==> config.mk <==
export PLATFORM = sky130hd
export DESIGN_NAME = apar_partner_ability
export DESIGN_NICKNAME = d
export VERILOG_FILES = /design/src/hw/apar_pkg.sv /design/src/hw/apar_mgmt_if.sv /design/src/hw/apar_mdio_serial.sv /design/src/hw/apar_partner_ability.sv
export SDC_FILE = /design/constraint.sdc
export NUM_CORES = 1
export LEC_CHECK = 0
export ABC_AREA = 1
export BUFFER_PORTS_ARGS = -buffer_cell sky130_fd_sc_hd__buf_2
export CORE_MARGIN = 3
export CORE_UTILIZATION = 64
export DETAILED_ROUTE_END_ITERATION = 8
export GPL_TIMING_DRIVEN = 0
export PLACE_DENSITY = 0.84
export SETUP_SLACK_MARGIN = 0.4
export SLEW_MARGIN = 20
export SYNTH_ARGS = -nofsm -noshare
export SYNTH_HDL_FRONTEND = slang
export SYNTH_SLANG_ARGS = --single-unit
==> constraint.sdc <==
create_clock -name clk_sys -period 3.45 [get_ports clk_sys]
set_input_delay 0.345 -clock clk_sys [delete_from_list [all_inputs] [get_ports clk_sys]]
set_output_delay 0.345 -clock clk_sys [all_outputs]
set_load 0.01 [all_outputs]
==> src/hw/apar_pkg.sv <==
// Purpose: shared constants and types for the partner ability register block
// Assumes: 16-bit management registers, 5-bit register and station addresses
// Notes: field masks describe which bits hold captured or writable data
package apar_pkg;
    localparam logic [4:0] REG_LPA = 5'h05;
    localparam logic [4:0] PHY_ADDR_DFLT = 5'h01;
    localparam int PRE_LEN_DFLT = 32;
    localparam int PRE_LEN_MAX = 32;
    // ------------------------------------------------------------
    // field layout
    // ------------------------------------------------------------
    localparam int LPA_NP_BIT = 15;
    localparam int LPA_ACK_BIT = 14;
    localparam int LPA_RF_BIT = 13;
    localparam int LPA_TAF_HI = 12;
    localparam int LPA_TAF_LO = 5;
    localparam int LPA_RSV_HI = 12;
    localparam int LPA_RSV_LO = 10;
    localparam int LPA_T4_BIT = 9;
    localparam int LPA_SEL_HI = 4;
    localparam logic [15:0] LPA_RESET = 16'h0000;
    localparam logic [15:0] LPA_CAPT_MASK = 16'he1ff;
    localparam logic [15:0] LPA_OVR_MASK = 16'h000f;
    localparam logic [4:0] SEL_IEEE8023 = 5'h01;
    localparam logic [4:0] SEL_IEEE8029 = 5'h02;
    // ------------------------------------------------------------
    // serial management frame
    // ------------------------------------------------------------
    localparam logic [1:0] OP_RD = 2'h2;
    localparam logic [1:0] OP_WR = 2'h1;
    localparam logic [4:0] HDR_LAST = 5'h0c;
    localparam logic [4:0] DATA_LAST = 5'h0f;
    typedef enum logic [2:0] {MS_PRE, MS_HDR, MS_TA, MS_RD, MS_WR} apar_mdio_state_e;
endpackage

==> src/hw/apar_mgmt_if.sv <==
// Purpose: register access path between serial front end and register store
// Assumes: requests are one-cycle pulses on clk_sys
// Notes: rdata is registered by the register side
`timescale 1ns/1ns
`default_nettype none
interface apar_mgmt_if;
    logic rd_req;
    logic wr_req;
    logic [4:0] addr;
    logic [15:0] wdata;
    logic [15:0] rdata;
    modport serial_side (output rd_req, output wr_req, output addr, output wdata, input rdata);
    modport reg_side (input rd_req, input wr_req, input addr, input wdata, output rdata);
endinterface
`default_nettype wire

==> src/hw/apar_mdio_serial.sv <==
// Purpose: serial management slave, turns frames into register requests
// Assumes: mdc and mdio_in synchronous to clk_sys and much slower than it
// Notes: bits sampled and driven on the rising edge of mdc
`timescale 1ns/1ns
`default_nettype none
module apar_mdio_serial
    import apar_pkg::*;
#(
    parameter logic [4:0] PHY_ADDR = PHY_ADDR_DFLT,
    parameter int PRE_LEN = PRE_LEN_DFLT
)(
    input wire logic clk_sys,
    input wire logic rst,
    input wire logic mdc,
    input wire logic mdio_in,
    output logic mdio_out,
    output logic mdio_oe,
    apar_mgmt_if.serial_side mgmt
);
    if (PRE_LEN < 1 || PRE_LEN > PRE_LEN_MAX) begin : g_chk
        $error("preamble length out of range");
    end

    apar_mdio_state_e state, next_state;
    logic mdc_q, next_mdc_q;
    logic [5:0] pre_cnt, next_pre_cnt;
    logic [4:0] bit_cnt, next_bit_cnt;
    logic [15:0] shreg, next_shreg;
    logic is_rd, next_is_rd;
    logic next_mdio_out, next_mdio_oe;
    logic rd_req, next_rd_req, wr_req, next_wr_req;
    logic [4:0] addr, next_addr;
    logic [15:0] wdata, next_wdata;
    logic [12:0] hdr;
    logic rise;

    assign mgmt.rd_req = rd_req;
    assign mgmt.wr_req = wr_req;
    assign mgmt.addr = addr;
    assign mgmt.wdata = wdata;

    // ------------------------------------------------------------
    // frame decoding
    // ------------------------------------------------------------
    always_comb begin
        next_state = state;
        next_mdc_q = mdc;
        next_pre_cnt = pre_cnt;
        next_bit_cnt = bit_cnt;
        next_shreg = shreg;
        next_is_rd = is_rd;
        next_mdio_out = mdio_out;
        next_mdio_oe = mdio_oe;
        next_rd_req = 1'b0;
        next_wr_req = 1'b0;
        next_addr = addr;
        next_wdata = wdata;
        rise = mdc & ~mdc_q;
        hdr = {shreg[11:0], mdio_in};
        if (rise) begin
            unique case (state)
                MS_PRE: begin
                    if (mdio_in) begin
                        if (pre_cnt < 6'(PRE_LEN)) begin
                            next_pre_cnt = pre_cnt + 6'h01;
                        end
                    end else begin
                        next_pre_cnt = 6'h00;
                        if (pre_cnt >= 6'(PRE_LEN)) begin
                            next_state = MS_HDR;
                            next_bit_cnt = 5'h00;
                        end
                    end
                end
                MS_HDR: begin
                    next_shreg = {shreg[14:0], mdio_in};
                    next_bit_cnt = bit_cnt + 5'h01;
                    if (bit_cnt == HDR_LAST) begin
                        next_state = MS_PRE;
                        if (hdr[12] && hdr[9:5] == PHY_ADDR && (hdr[11:10] == OP_RD || hdr[11:10] == OP_WR)) begin
                            next_state = MS_TA;
                            next_is_rd = (hdr[11:10] == OP_RD);
                            next_rd_req = (hdr[11:10] == OP_RD);
                            next_addr = hdr[4:0];
                            next_bit_cnt = 5'h00;
                        end
                    end
                end
                MS_TA: begin
                    if (bit_cnt == 5'h00) begin
                        next_bit_cnt = 5'h01;
                        if (is_rd) begin
                            next_mdio_oe = 1'b1;
                            next_mdio_out = 1'b0;
                            next_shreg = mgmt.rdata;
                        end
                    end else begin
                        next_bit_cnt = 5'h00;
                        next_state = is_rd ? MS_RD : MS_WR;
                        if (is_rd) begin
                            next_mdio_out = shreg[15];
                            next_shreg = {shreg[14:0], 1'b0};
                        end
                    end
                end
                MS_RD: begin
                    next_bit_cnt = bit_cnt + 5'h01;
                    if (bit_cnt == DATA_LAST) begin
                        next_mdio_oe = 1'b0;
                        next_mdio_out = 1'b0;
                        next_state = MS_PRE;
                    end else begin
                        next_mdio_out = shreg[15];
                        next_shreg = {shreg[14:0], 1'b0};
                    end
                end
                MS_WR: begin
                    next_shreg = {shreg[14:0], mdio_in};
                    next_bit_cnt = bit_cnt + 5'h01;
                    if (bit_cnt == DATA_LAST) begin
                        next_wdata = {shreg[14:0], mdio_in};
                        next_wr_req = 1'b1;
                        next_state = MS_PRE;
                    end
                end
            endcase
        end
    end

    always_ff @(posedge clk_sys) begin
        if (rst) begin
            state <= MS_PRE;
            mdc_q <= 1'b0;
            pre_cnt <= 6'h00;
            bit_cnt <= 5'h00;
            shreg <= 16'h0000;
            is_rd <= 1'b0;
            mdio_out <= 1'b0;
            mdio_oe <= 1'b0;
            rd_req <= 1'b0;
            wr_req <= 1'b0;
            addr <= 5'h00;
            wdata <= 16'h0000;
        end else begin
            state <= next_state;
            mdc_q <= next_mdc_q;
            pre_cnt <= next_pre_cnt;
            bit_cnt <= next_bit_cnt;
            shreg <= next_shreg;
            is_rd <= next_is_rd;
            mdio_out <= next_mdio_out;
            mdio_oe <= next_mdio_oe;
            rd_req <= next_rd_req;
            wr_req <= next_wr_req;
            addr <= next_addr;
            wdata <= next_wdata;
        end
    end
endmodule
`default_nettype wire

==> src/hw/apar_partner_ability.sv <==
// Purpose: link partner ability register with serial management access
// Assumes: the negotiation engine presents each received base page with cw_valid
// Notes: override_en mirrors the command override control bit of another register
`timescale 1ns/1ns
`default_nettype none
// Summary of operation
// - register loads from the partner code word received during negotiation
// - bit 15 shows partner next page flag
// - bit 14 shows partner acknowledge flag
// - bit 13 shows partner remote fault flag
// - bits 8 to 5 filled from partner technology ability bits
// - reserved bits 12 to 10 always read zero
// - bit 9, the T4 ability, always reads zero
// - bits 8 to 5 show partner 100 and 10 megabit duplex abilities
// - bits 4 to 0 hold partner selector; only 802.3 code supported
// - selector 00010b recognised as valid but not supported
// - override-gated bits writable only while override control bit is one
module apar_partner_ability
    import apar_pkg::*;
#(
    parameter logic [4:0] PHY_ADDR = PHY_ADDR_DFLT,
    parameter int PRE_LEN = PRE_LEN_DFLT
)(
    input wire logic clk_sys,
    input wire logic rst,
    input wire logic mdc,
    input wire logic mdio_in,
    output logic mdio_out,
    output logic mdio_oe,
    input wire logic cw_valid,
    input wire logic [15:0] cw_data,
    input wire logic override_en,
    output logic lp_page_loaded,
    output logic lp_sel_supported,
    output logic lp_sel_known
);
    apar_mgmt_if mgmt();

    logic [15:0] lpa, next_lpa;
    logic [15:0] rdata, next_rdata;
    logic next_page_loaded, next_sel_supported, next_sel_known;
    logic gated_wr;

    function automatic logic hits_lpa(input logic [4:0] a);
        return a == REG_LPA;
    endfunction

    // ------------------------------------------------------------
    // serial front end
    // ------------------------------------------------------------
    apar_mdio_serial #(
        .PHY_ADDR(PHY_ADDR),
        .PRE_LEN(PRE_LEN)
    ) u_serial (
        .clk_sys(clk_sys),
        .rst(rst),
        .mdc(mdc),
        .mdio_in(mdio_in),
        .mdio_out(mdio_out),
        .mdio_oe(mdio_oe),
        .mgmt(mgmt.serial_side)
    );

    assign mgmt.rdata = rdata;

    // ------------------------------------------------------------
    // register store
    // ------------------------------------------------------------
    always_comb begin
        next_lpa = lpa;
        next_page_loaded = lp_page_loaded;
        gated_wr = mgmt.wr_req && hits_lpa(mgmt.addr) && override_en && lp_page_loaded;
        if (cw_valid) begin
            next_lpa = cw_data & LPA_CAPT_MASK;
            next_page_loaded = 1'b1;
        end else if (gated_wr) begin
            next_lpa = (lpa & ~LPA_OVR_MASK) | (mgmt.wdata & LPA_OVR_MASK);
        end
        next_sel_supported = next_lpa[LPA_SEL_HI:0] == SEL_IEEE8023;
        next_sel_known = next_sel_supported || next_lpa[LPA_SEL_HI:0] == SEL_IEEE8029;
        next_rdata = rdata;
        if (mgmt.rd_req) begin
            next_rdata = hits_lpa(mgmt.addr) ? lpa : 16'h0000;
        end
    end

    always_ff @(posedge clk_sys) begin
        if (rst) begin
            lpa <= LPA_RESET;
            lp_page_loaded <= 1'b0;
            lp_sel_supported <= 1'b0;
            lp_sel_known <= 1'b0;
            rdata <= 16'h0000;
        end else begin
            lpa <= next_lpa;
            lp_page_loaded <= next_page_loaded;
            lp_sel_supported <= next_sel_supported;
            lp_sel_known <= next_sel_known;
            rdata <= next_rdata;
        end
    end
endmodule
`default_nettype wire

Word level (Yosys, flattened, before mapping)

Index checks and enable logic that the tools add are counted.

Register bits after elaboration: 80
Latch bits: 0
Bits in writable memories: 0
Bits in read-only memories: 0
Input port bits: 22
Output and inout port bits: 5
Word-level logic and storage cells: 112
Memories kept: 0

Add/subtract/negate cells: 2
$mul: 0
Divide/modulo/power cells: 0
Order comparisons: 2
Equal/unequal tests: 22
Shift operators: 0
Mux-type cells: 34
Bitwise logic cells: 8
Reduce and logical (&&, ||, !) cells: 25

Operators by type and width:

| kind                                                      | number |
|---|---|
| 2-to-1 mux 16 bit                                         | 7 |
| one-hot mux 16 bit (3 select lines)                       | 1 |
| 2-to-1 mux 5 bit                                          | 4 |
| one-hot mux 5 bit (4 select lines)                        | 1 |
| 2-to-1 mux 3 bit                                          | 6 |
| OR 16 x 4 -> 16 bit                                       | 1 |
| inequality test 2 x 1 -> 1 bit (second input constant)    | 7 |
| 2-to-1 mux 6 bit                                          | 2 |
| one-hot mux 3 bit (4 select lines)                        | 1 |
| AND reduction 3 bit                                       | 4 |
| == test 5 x 1 -> 1 bit (second input constant)            | 2 |
| == test 5 x 4 -> 1 bit (second input constant)            | 2 |
| 2-to-1 mux 1 bit                                          | 9 |
| AND reduction 4 bit                                       | 2 |
| adder 6 x 1 -> 6 bit (second input constant)              | 1 |
| == test 3 x 2 -> 1 bit (second input constant)            | 2 |
| greater-or-equal comparator 6 bit (second input constant) | 1 |
| less-than comparator 6 bit (second input constant)        | 1 |
| inequality test 2 bit (second input constant)             | 3 |
| inverter 1 bit                                            | 6 |
| AND reduction 6 bit                                       | 1 |
| OR reduction 2 bit                                        | 3 |
| adder 5 x 1 -> 5 bit (second input constant)              | 1 |
| == test 5 x 2 -> 1 bit (second input constant)            | 1 |
| 17 further kinds                                          | 24 |

Depth between registers and ports, before layout

Gate-level depths: netlist of run 1.

Word-level depth: 8
Mapped depth: 13
Mapped depth without buffers: 13

Hierarchy

Synthesis of run 1 repeated with hierarchy kept, for this count alone.

Cell total of the unflattened synthesis: 569
Area, all modules: 4061.4 µm²

Modules (own cells, without submodules):

| module               | instances | cells each | area each (µm²) | sequential area each (µm²) |
|---|---|---|---|---|
| apar_mdio_serial     | 1         | 410        | 2880.3          | 1141.1 |
| apar_partner_ability | 1         | 159        | 1181.1          | 540.5 |

Least setup slack after synthesis of run 1

Ideal clock, no wire load.

Path type: reg2reg
Start: reg u_serial.bit_cnt[0]
End: reg u_serial.shreg[10]
Library setup time: 128 ps
Arrival: 1500 ps
Data required time: 3322 ps
Setup slack: 1822 ps
Stages on the path, launching flop included: 11
Path buffers: 1
Clock period less this slack: 1628 ps
Cells stage by stage: dfxtp_1 inv_1 ha_1 inv_1 nor2_1 nand3_1 nor3_4 buf_6 nor2_1 o21ai_1 nor2_1

Cells in the longest elaborated chain, start to end: 3
Elaborated cells on any way between the ends: 6
Those cells by class: eq/ne (2); mux (2); reduce/logical (2)

Ends and longest elaborated chain:

| element                                                                                            | RTL line                                        | source |
|---|---|---|
| start: declaration                                                                                 | apar_mdio_serial.sv:27                          | `logic [4:0] bit_cnt, next_bit_cnt;` |
| start signal: assignment                                                                           | apar_mdio_serial.sv:148                         | `bit_cnt <= next_bit_cnt;` |
| == test 5 x 4 -> 1 bit / zero test 5 bit (equally long branches)                                   | apar_mdio_serial.sv:108, apar_mdio_serial.sv:90 |  |
| inequality test 2 bit (no source line) / 2-to-1 mux 16 bit (equally long branches)                 | -                                               |  |
| AND reduction 4 bit (no source line) / one-hot mux 16 bit (3 select lines) (equally long branches) | -                                               |  |
| end signal: assignment                                                                             | apar_mdio_serial.sv:149                         | `shreg <= next_shreg;` |
| end: declaration                                                                                   | apar_mdio_serial.sv:28                          | `logic [15:0] shreg, next_shreg;` |

Parallel ways exist; a longest one is shown, timed or not.
A chain may end at the register's enable or synchronous reset.

Worst setup path after layout of run 1

Start: reg u_serial.bit_cnt[0]
End: reg u_serial.shreg[12]

Same word-level chain as after synthesis.

==> results of run 1 <==
==> power breakdown <==
group	internal, mW	switching, mW	total [mW]	leakage (nW)
combinational	0.0270	0.0504	0.0774	1.01
clock	0.519	0.316	0.835	0.126
sequential	0.844	0.00695	0.851	0.584
total	1.39	0.374	1.76	1.72
==> cell families (layout without fill, tap and decap cells) <==
| family | Yosys count | count (layout) | synth area share |
|---|---|---|---|
| simple gates | 236 | 236 | 0.295 |
| fa+ha+maj | 6 | 6 | 0.0223 |
| buf+inv | 86 | 123 | 0.107 |
| xor+xnor | 2 | 2 | 0.00521 |
| compound gates | 91 | 91 | 0.142 |
| flops | 72 | 72 | 0.428 |
==> cells in the mapped netlist (all sizes together) <==
master  instances
a211oi          1
a21oi          31
buf             8
clkbuf         10
dfxtp          72
ha              6
inv            68
nand2         109
nand3          18
nand4           8
nor2           88
nor3            7
nor4            3
o21a            1
o21ai          58
or2             3
xor2            2
==> how the worst min path moves through the flow <==
| stage | from | to | cells after the start |
|---|---|---|---|
| floorplan | u_serial.mgmt.addr[4] | u_serial.mgmt.addr[4] | 2 |
| global placement | u_serial.mdio_oe | u_serial.mdio_oe | 2 |
| detailed placement | u_serial.mdio_oe | u_serial.mdio_oe | 2 |
| CTS | mdc | u_serial.mdc_q | 3 |
| global route | mdc | u_serial.mdc_q | 3 |
| finish | mdc | u_serial.mdc_q | 3 |
==> layer usage <==
| metal | track usage | routed length, µm |
|---|---|---|
| met1 | 0.319 | 3290 |
| met3 | 0.0493 | 451 |
| met4 | 0.140 | 182 |
| met2 | 0.464 | 3480 |
| met5 | 0 | 0 |
==> layout make-up <==
type,count,area (µm²)
Clock inverter,5,103
Inverter,68,255
Buffer,18,104
Sequential cell,72,1440
Timing Repair Buffer,21,105
Fill cell,376,1100
Clock buffer,11,151
Multi-Input combinational cell,335,1570
Tap cell,67,83.8
==> flip-flops by register name, indices dropped and copies added (netlist names) <==
name,count
u_serial.mgmt.wdata,4
lp_sel_supported,1
u_serial.mgmt.rd_req,1
u_serial.is_rd,1
lpa,12
u_serial.pre_cnt,6
u_serial.mgmt.addr,5
u_serial.mgmt.wr_req,1
lp_page_loaded,1
u_serial.shreg,16
lp_sel_known,1
u_serial.mdc_q,1
u_serial.mdio_out,1
mgmt.rdata,12
u_serial.mdio_oe,1
u_serial.bit_cnt,5
u_serial.state,3
==> metrics by stage <==
step / total power [mW] / worst slack (ps) / hold slack, ps / instance area (µm²) / utilization
6_report: 1.76 / 1450 / 216 / 3810 / 0.776
5_1_grt: 1.81 / 1270 / 213 / 3810 / 0.776
4_1_cts: 1.76 / 1480 / 215 / 3810 / 0.776
3_5_place_dp: 0.947 / 1500 / 454 / 3550 / 0.724
3_3_place_gp: 0.943 / 1540 / 433 / 3550 / 0.724
2_1_floorplan: 0.918 / 1820 / 429 / 3370 / -
==> cells in the final DEF (no fill, tap or decap), types with 2 or more instances in the layout <==
cell       instances
nor3_1             5
o21ai_0           49
nand2_2            7
buf_6              4
ha_1               6
bufinv_16          3
nand4_1            8
xor2_1             2
clkbuf_1          10
clkbuf_8          11
o21ai_2            5
o21ai_1            4
nor4_1             3
or2_2              3
inv_1             67
nand2_1          102
nand3_1           17
dfxtp_1           72
a21oi_1           31
buf_2             23
nor2_1            87
==> worst register-to-register path, cell delays in order (launching register included) <==
cell	delay [ps]
dfxtp_1	330
inv_1	100
ha_1	150
inv_1	40
nor2_1	120
nand3_1	220
nor3_4	450
buf_6	220
nor2_1	50
o21ai_1	130
nor2_1	50
==> results.py, run 1 <==
metrics = {
    "power_and_ir_drop": {
        "ir_drop_v": 0.000435,
        "power.density_nw_per_um2": 463,
        "p_leak_nw": 1.72,
    },
    "clock_network": {
        "clkSinkCount": 72,
        "post-cts-setup-buffers": 0,
        "post_cts_resized": 0,
        "cts_buffers": 9,
        "htree_levels": 3,
        "holdBufCountCts": 0,
        "clk_pin_slew_worst_paths_ps": 70,
        "cts_tree": "yes",
        "clk-insertion-delay-late_ps": 350,
        "cts_buffer_depth": 2,
        "root_buffer": "clkbuf_8",
    },
    "critical_path": {
        "crit_start": "u_serial.bit_cnt[0]",
        "rr_worst_depth": 10,
        "r2r_end": "u_serial.shreg[12]",
        "r2r_slack_ps": 1450,
        "cp.required_ps": 3670,
        "crit_family": "simple AND/OR/NAND/NOR gates",
        "cp_max_fo": 10,
        "path_common_cell": "nor2_1",
        "worstSetupPathType": "flip-flop to flip-flop",
        "critPathLaunchType": "flip-flop",
        "cp-endpoint": "u_serial.shreg[12]",
        "endpoint_kind": "flip-flop",
        "worstPathBufferInverterCount": 3,
        "crit_chain": "inv_1 -> ha_1 -> inv_1 -> nor2_1 -> nand3_1 -> nor3_4 -> buf_6 -> nor2_1 -> o21ai_1 -> nor2_1",
        "reg2reg_from": "u_serial.bit_cnt[0]",
        "cp_data_arrival_time_ps": 2220,
        "crit_slowest_cell": "nor3_4",
        "cp.depth": 10,
        "worst_path_largest_cell_delay_ps": 450,
    },
    "route": {
        "drt_iter0_drc": 218,
        "via_per_inst": 5.29,
        "routedWlPerCell_um": 12.4,
        "remaining_drc_errors": 0,
        "num_vias": 3157,
        "antenna_left": 0,
        "drt_first_pass_iters": 5,
        "wirelength_mm": 7.41,
    },
    "synth": {
        "synth_top_area_frac": 0.428,
        "syn_area_per_cell_um2": 6.83,
        "yosys_register_bits": 72,
        "syn-num-nets": 521,
        "syn_inst": 493,
        "yosysWarningCount": 0,
        "synth_cell_type_count": 28,
        "synthTopCellsByArea": "dfxtp_1, nand2_1, nor2_1, inv_1, o21ai_0",
        "synth_area_um2": 3370,
        "ys_seq_area_frac": 0.428,
        "synth_top_area_cell": "dfxtp_1",
    },
    "place": {
        "hpwl_mm": 5.26,
        "io_buffers": 21,
        "routabilityCongestion": 0.921,
        "dp.cells": 581,
    },
    "finish": {
        "layout.cells.non_filler": 597,
        "diodes": 0,
        "nets": 553,
        "drive_gt1_frac": 0.121,
        "area_delta_synth_final_pct": 13.2,
    },
    "timing": {
        "tightest_slew_ps": 673,
        "fin_crit_sh": 0.579,
        "rsz0062_at_grt": "false",
        "hold_violations": 0,
        "skew_ps": 10.8,
        "setup_viol": 0,
        "totalNegativeSetupSlack_ps": 0,
        "fin_crit_ps": 2000,
        "fmax_mhz": 501,
        "slew_viol_final": 0,
        "relSlewSlack": 0.547,
    },
    "global_routing": {
        "grt.overflow.total": 0,
        "grt_max_degree": 13,
        "grt_antenna_before_repair": 0,
        "grt_pass1_vias": 3064,
        "grt_pass1_wl_mm": 13.4,
        "grt_util_all_layers": 0.270,
    },
    "floorplanning": {
        "die_w_um": 78.5,
        "ios": 27,
        "die_h_um": 78.5,
        "floorplan.initialDensity": 0.685,
        "die_area_um2": 6170,
        "fp.coreArea_um2": 4910,
        "rows": 25,
    },
    "worst_hold_path": {
        "hold_class": "input pin to flip-flop",
    },
    "job": {
        "max-cap-violations": 0,
    },
    "outcome": {
        "status": "finished clean",
    },
}
Power figures use the tool's default switching activity.
==> run 2: changes to the inputs <==
--- a/config.mk
+++ b/config.mk
@@ -8,10 +8,10 @@
 export ABC_AREA = 1
 export BUFFER_PORTS_ARGS = -buffer_cell sky130_fd_sc_hd__buf_2
 export CORE_MARGIN = 3
-export CORE_UTILIZATION = 64
+export CORE_UTILIZATION = 59
 export DETAILED_ROUTE_END_ITERATION = 8
 export GPL_TIMING_DRIVEN = 0
-export PLACE_DENSITY = 0.84
+export PLACE_DENSITY = 0.79
 export SETUP_SLACK_MARGIN = 0.4
 export SLEW_MARGIN = 20
 export SYNTH_ARGS = -nofsm -noshare
==> constraint.sdc (replaced) <==
create_clock -name clk_sys -period 1.99 [get_ports clk_sys]
set_input_delay 0.199 -clock clk_sys [delete_from_list [all_inputs] [get_ports clk_sys]]
set_output_delay 0.199 -clock clk_sys [all_outputs]
set_load 0.01 [all_outputs]
==> run 2 against run 1 <==
  * Clock skew increased by 3.5 ps
  * Register-to-register slack got worse by 1100 ps
  * Highest routed layer unchanged
  * Power up 61%
  * Core utilization rose by 0.90 points
  * Critical path depth rose by 1
  * Sequential power is 73% higher
  * Clock power rose by 45%
  * Via count grew 1.2%
  * First-iteration DRC count unchanged
  * Largest power group unchanged
  * Global-route usage shrank 0.33 points
  * Sequential cell count is the same
==> results.py, run 2 (synthesized netlist as in run 1, its figures left out) <==
metrics = {
    "clock_network": {
        "clk_pin_slew_worst_paths_ps": 80,
        "clkSinkCount": 72,
        "holdBufCountCts": 0,
        "cts_buffers": 9,
        "clk-insertion-delay-late_ps": 350,
        "htree_levels": 3,
        "cts_tree": "yes",
        "root_buffer": "clkbuf_8",
        "cts_buffer_depth": 2,
    },
    "timing": {
        "slew_viol_final": 0,
        "skew_ps": 14.3,
        "fin_crit_ps": 1660,
        "fin_hold_ws_ps": 72.5,
        "tightest_slew_ps": 618,
        "fmax_mhz": 602,
        "hold_violations": 0,
        "setup_viol": 0,
        "totalNegativeSetupSlack_ps": 0,
        "fin_crit_sh": 0.835,
        "rsz0062_at_grt": "true",
        "relSlewSlack": 0.588,
    },
    "finish": {
        "drive_gt1_frac": 0.247,
        "largest_reg_flops": 16,
        "top_regs": "u_serial.shreg: 16 flops, lpa: 12 flops, mgmt.rdata: 12 flops",
        "layout_commonest_cell": "nand2_1",
        "design_area_um2": 4160,
        "diodes": 0,
        "final_cell_mix": "nand2_1, nor2_1, dfxtp_1",
        "nets": 565,
        "layout.cells.non_filler": 612,
        "top_register": "u_serial.shreg",
        "area_delta_synth_final_pct": 23.6,
    },
    "floorplanning": {
        "die_area_um2": 6650,
        "ios": 27,
        "die_w_um": 81.5,
        "fp.coreArea_um2": 5300,
        "floorplan.initialDensity": 0.635,
        "die_h_um": 81.5,
        "rows": 26,
    },
    "critical_path": {
        "cp.required_ps": 2230,
        "endpoint_kind": "flip-flop",
        "cp_max_fo": 5,
        "critPathLaunchType": "flip-flop",
        "worstSetupPathType": "flip-flop to flip-flop",
        "cp_data_arrival_time_ps": 1900,
    },
    "route": {
        "wirelength_mm": 8.13,
        "via_per_inst": 5.22,
        "drt_iter0_drc": 218,
        "num_vias": 3195,
        "routedWlPerCell_um": 13.3,
        "remaining_drc_errors": 0,
        "antenna_left": 0,
        "drt_first_pass_iters": 5,
    },
    "place": {
        "hpwl_mm": 5.19,
        "placed_cell_area_um2": 3570,
        "io_buffers": 21,
        "routabilityCongestion": 0.853,
        "dp.cells": 584,
    },
    "power_and_ir_drop": {
        "ir_drop_v": 0.000730,
        "p_leak_nw": 1.82,
        "p_total_mw": 2.83,
        "power.density_nw_per_um2": 680,
    },
    "global_routing": {
        "grt_pass1_wl_mm": 13.7,
        "grt.overflow.total": 0,
        "grt_antenna_before_repair": 0,
        "grt_max_degree": 14,
        "grt_util_all_layers": 0.267,
        "grt_pass1_vias": 3065,
    },
    "job": {
        "max-cap-violations": 0,
    },
    "outcome": {
        "status": "finished clean",
    },
    "worst_hold_path": {
        "hold_class": "input pin to flip-flop",
    },
}
-- run 2: cell count changes in the layout (fill, tap and decap cells not counted), sizes merged --
cell,before,now
buf,29,41
bufinv,3,1
clkbuf,21,20
clkinv,1,2
clkinvlp,1,2
inv,68,69
-- run 2: worst paths after layout --
kind | endpoint | from | slack, ps | cells after the start
setup reg to reg | u_serial.mgmt.addr[3] | u_serial.bit_cnt[0] | 330 | 11
setup / recovery | u_serial.mgmt.addr[3] | u_serial.bit_cnt[0] | 330 | 11
hold / removal | lpa[8] | cw_data[8] | 70 | 3
hold reg to reg | u_serial.mdio_oe | u_serial.mdio_oe | 450 | 2
-- run 2: metal layers --
| metal | vias to the layer above | share of wire | global-route usage | routed length (µm) |
|---|---|---|---|---|
| met5 | - | 0 | 0 | 0 |
| met4 | 0 | 0.021 | 0.113 | 172 |
| met3 | 18 | 0.049 | 0.0614 | 397 |
| met2 | 96 | 0.49 | 0.456 | 3970 |
| met1 | 1437 | 0.44 | 0.320 | 3590 |
| li1 | 1644 | - | - | - |
-- run 2: layout make-up --
type / count / area [µm²]
sequential: 72 / 1450
buffer: 18 / 114
tap: 70 / 87.6
fill: 382 / 1140
inverter: 68 / 260
timing repair buffer: 33 / 229
clock inverter: 6 / 67.6
multi-input combinational: 335 / 1810
clock buffer: 10 / 138
-- run 2: repair_timing --
action | 4_1_cts | 5_1_grt
gates cloned | 5 | 0
setup endpoints to repair | 34 | 53
setup buffers | 5 | 2
pin swaps | 17 | 16
resized for setup | 56 | 50
-- run 2: critical path: stages, from the launching register on --
cell	delay, ps
dfxtp_2	340
buf_6	120
inv_4	50
ha_4	120
inv_2	40
nor2_4	120
nand3_2	110
inv_2	70
nand4_1	200
buf_6	210
o21ai_2	110
nor2_1	60
-- run 2: report_power, final --
group	leakage, nW	total [mW]	switching (mW)	internal (mW)
sequential	0.588	1.47	0.0117	1.46
combinational	1.13	0.146	0.0943	0.0516
clock	0.0989	1.21	0.594	0.618
total	1.82	2.83	0.699	2.13
-- run 2: stage by stage --
stage	utilization	setup slack, ps
6_report	0.785	328
5_1_grt	0.785	240
4_1_cts	0.752	360
3_5_place_dp	0.672	71.8
3_3_place_gp	0.672	156
2_1_floorplan	-	404
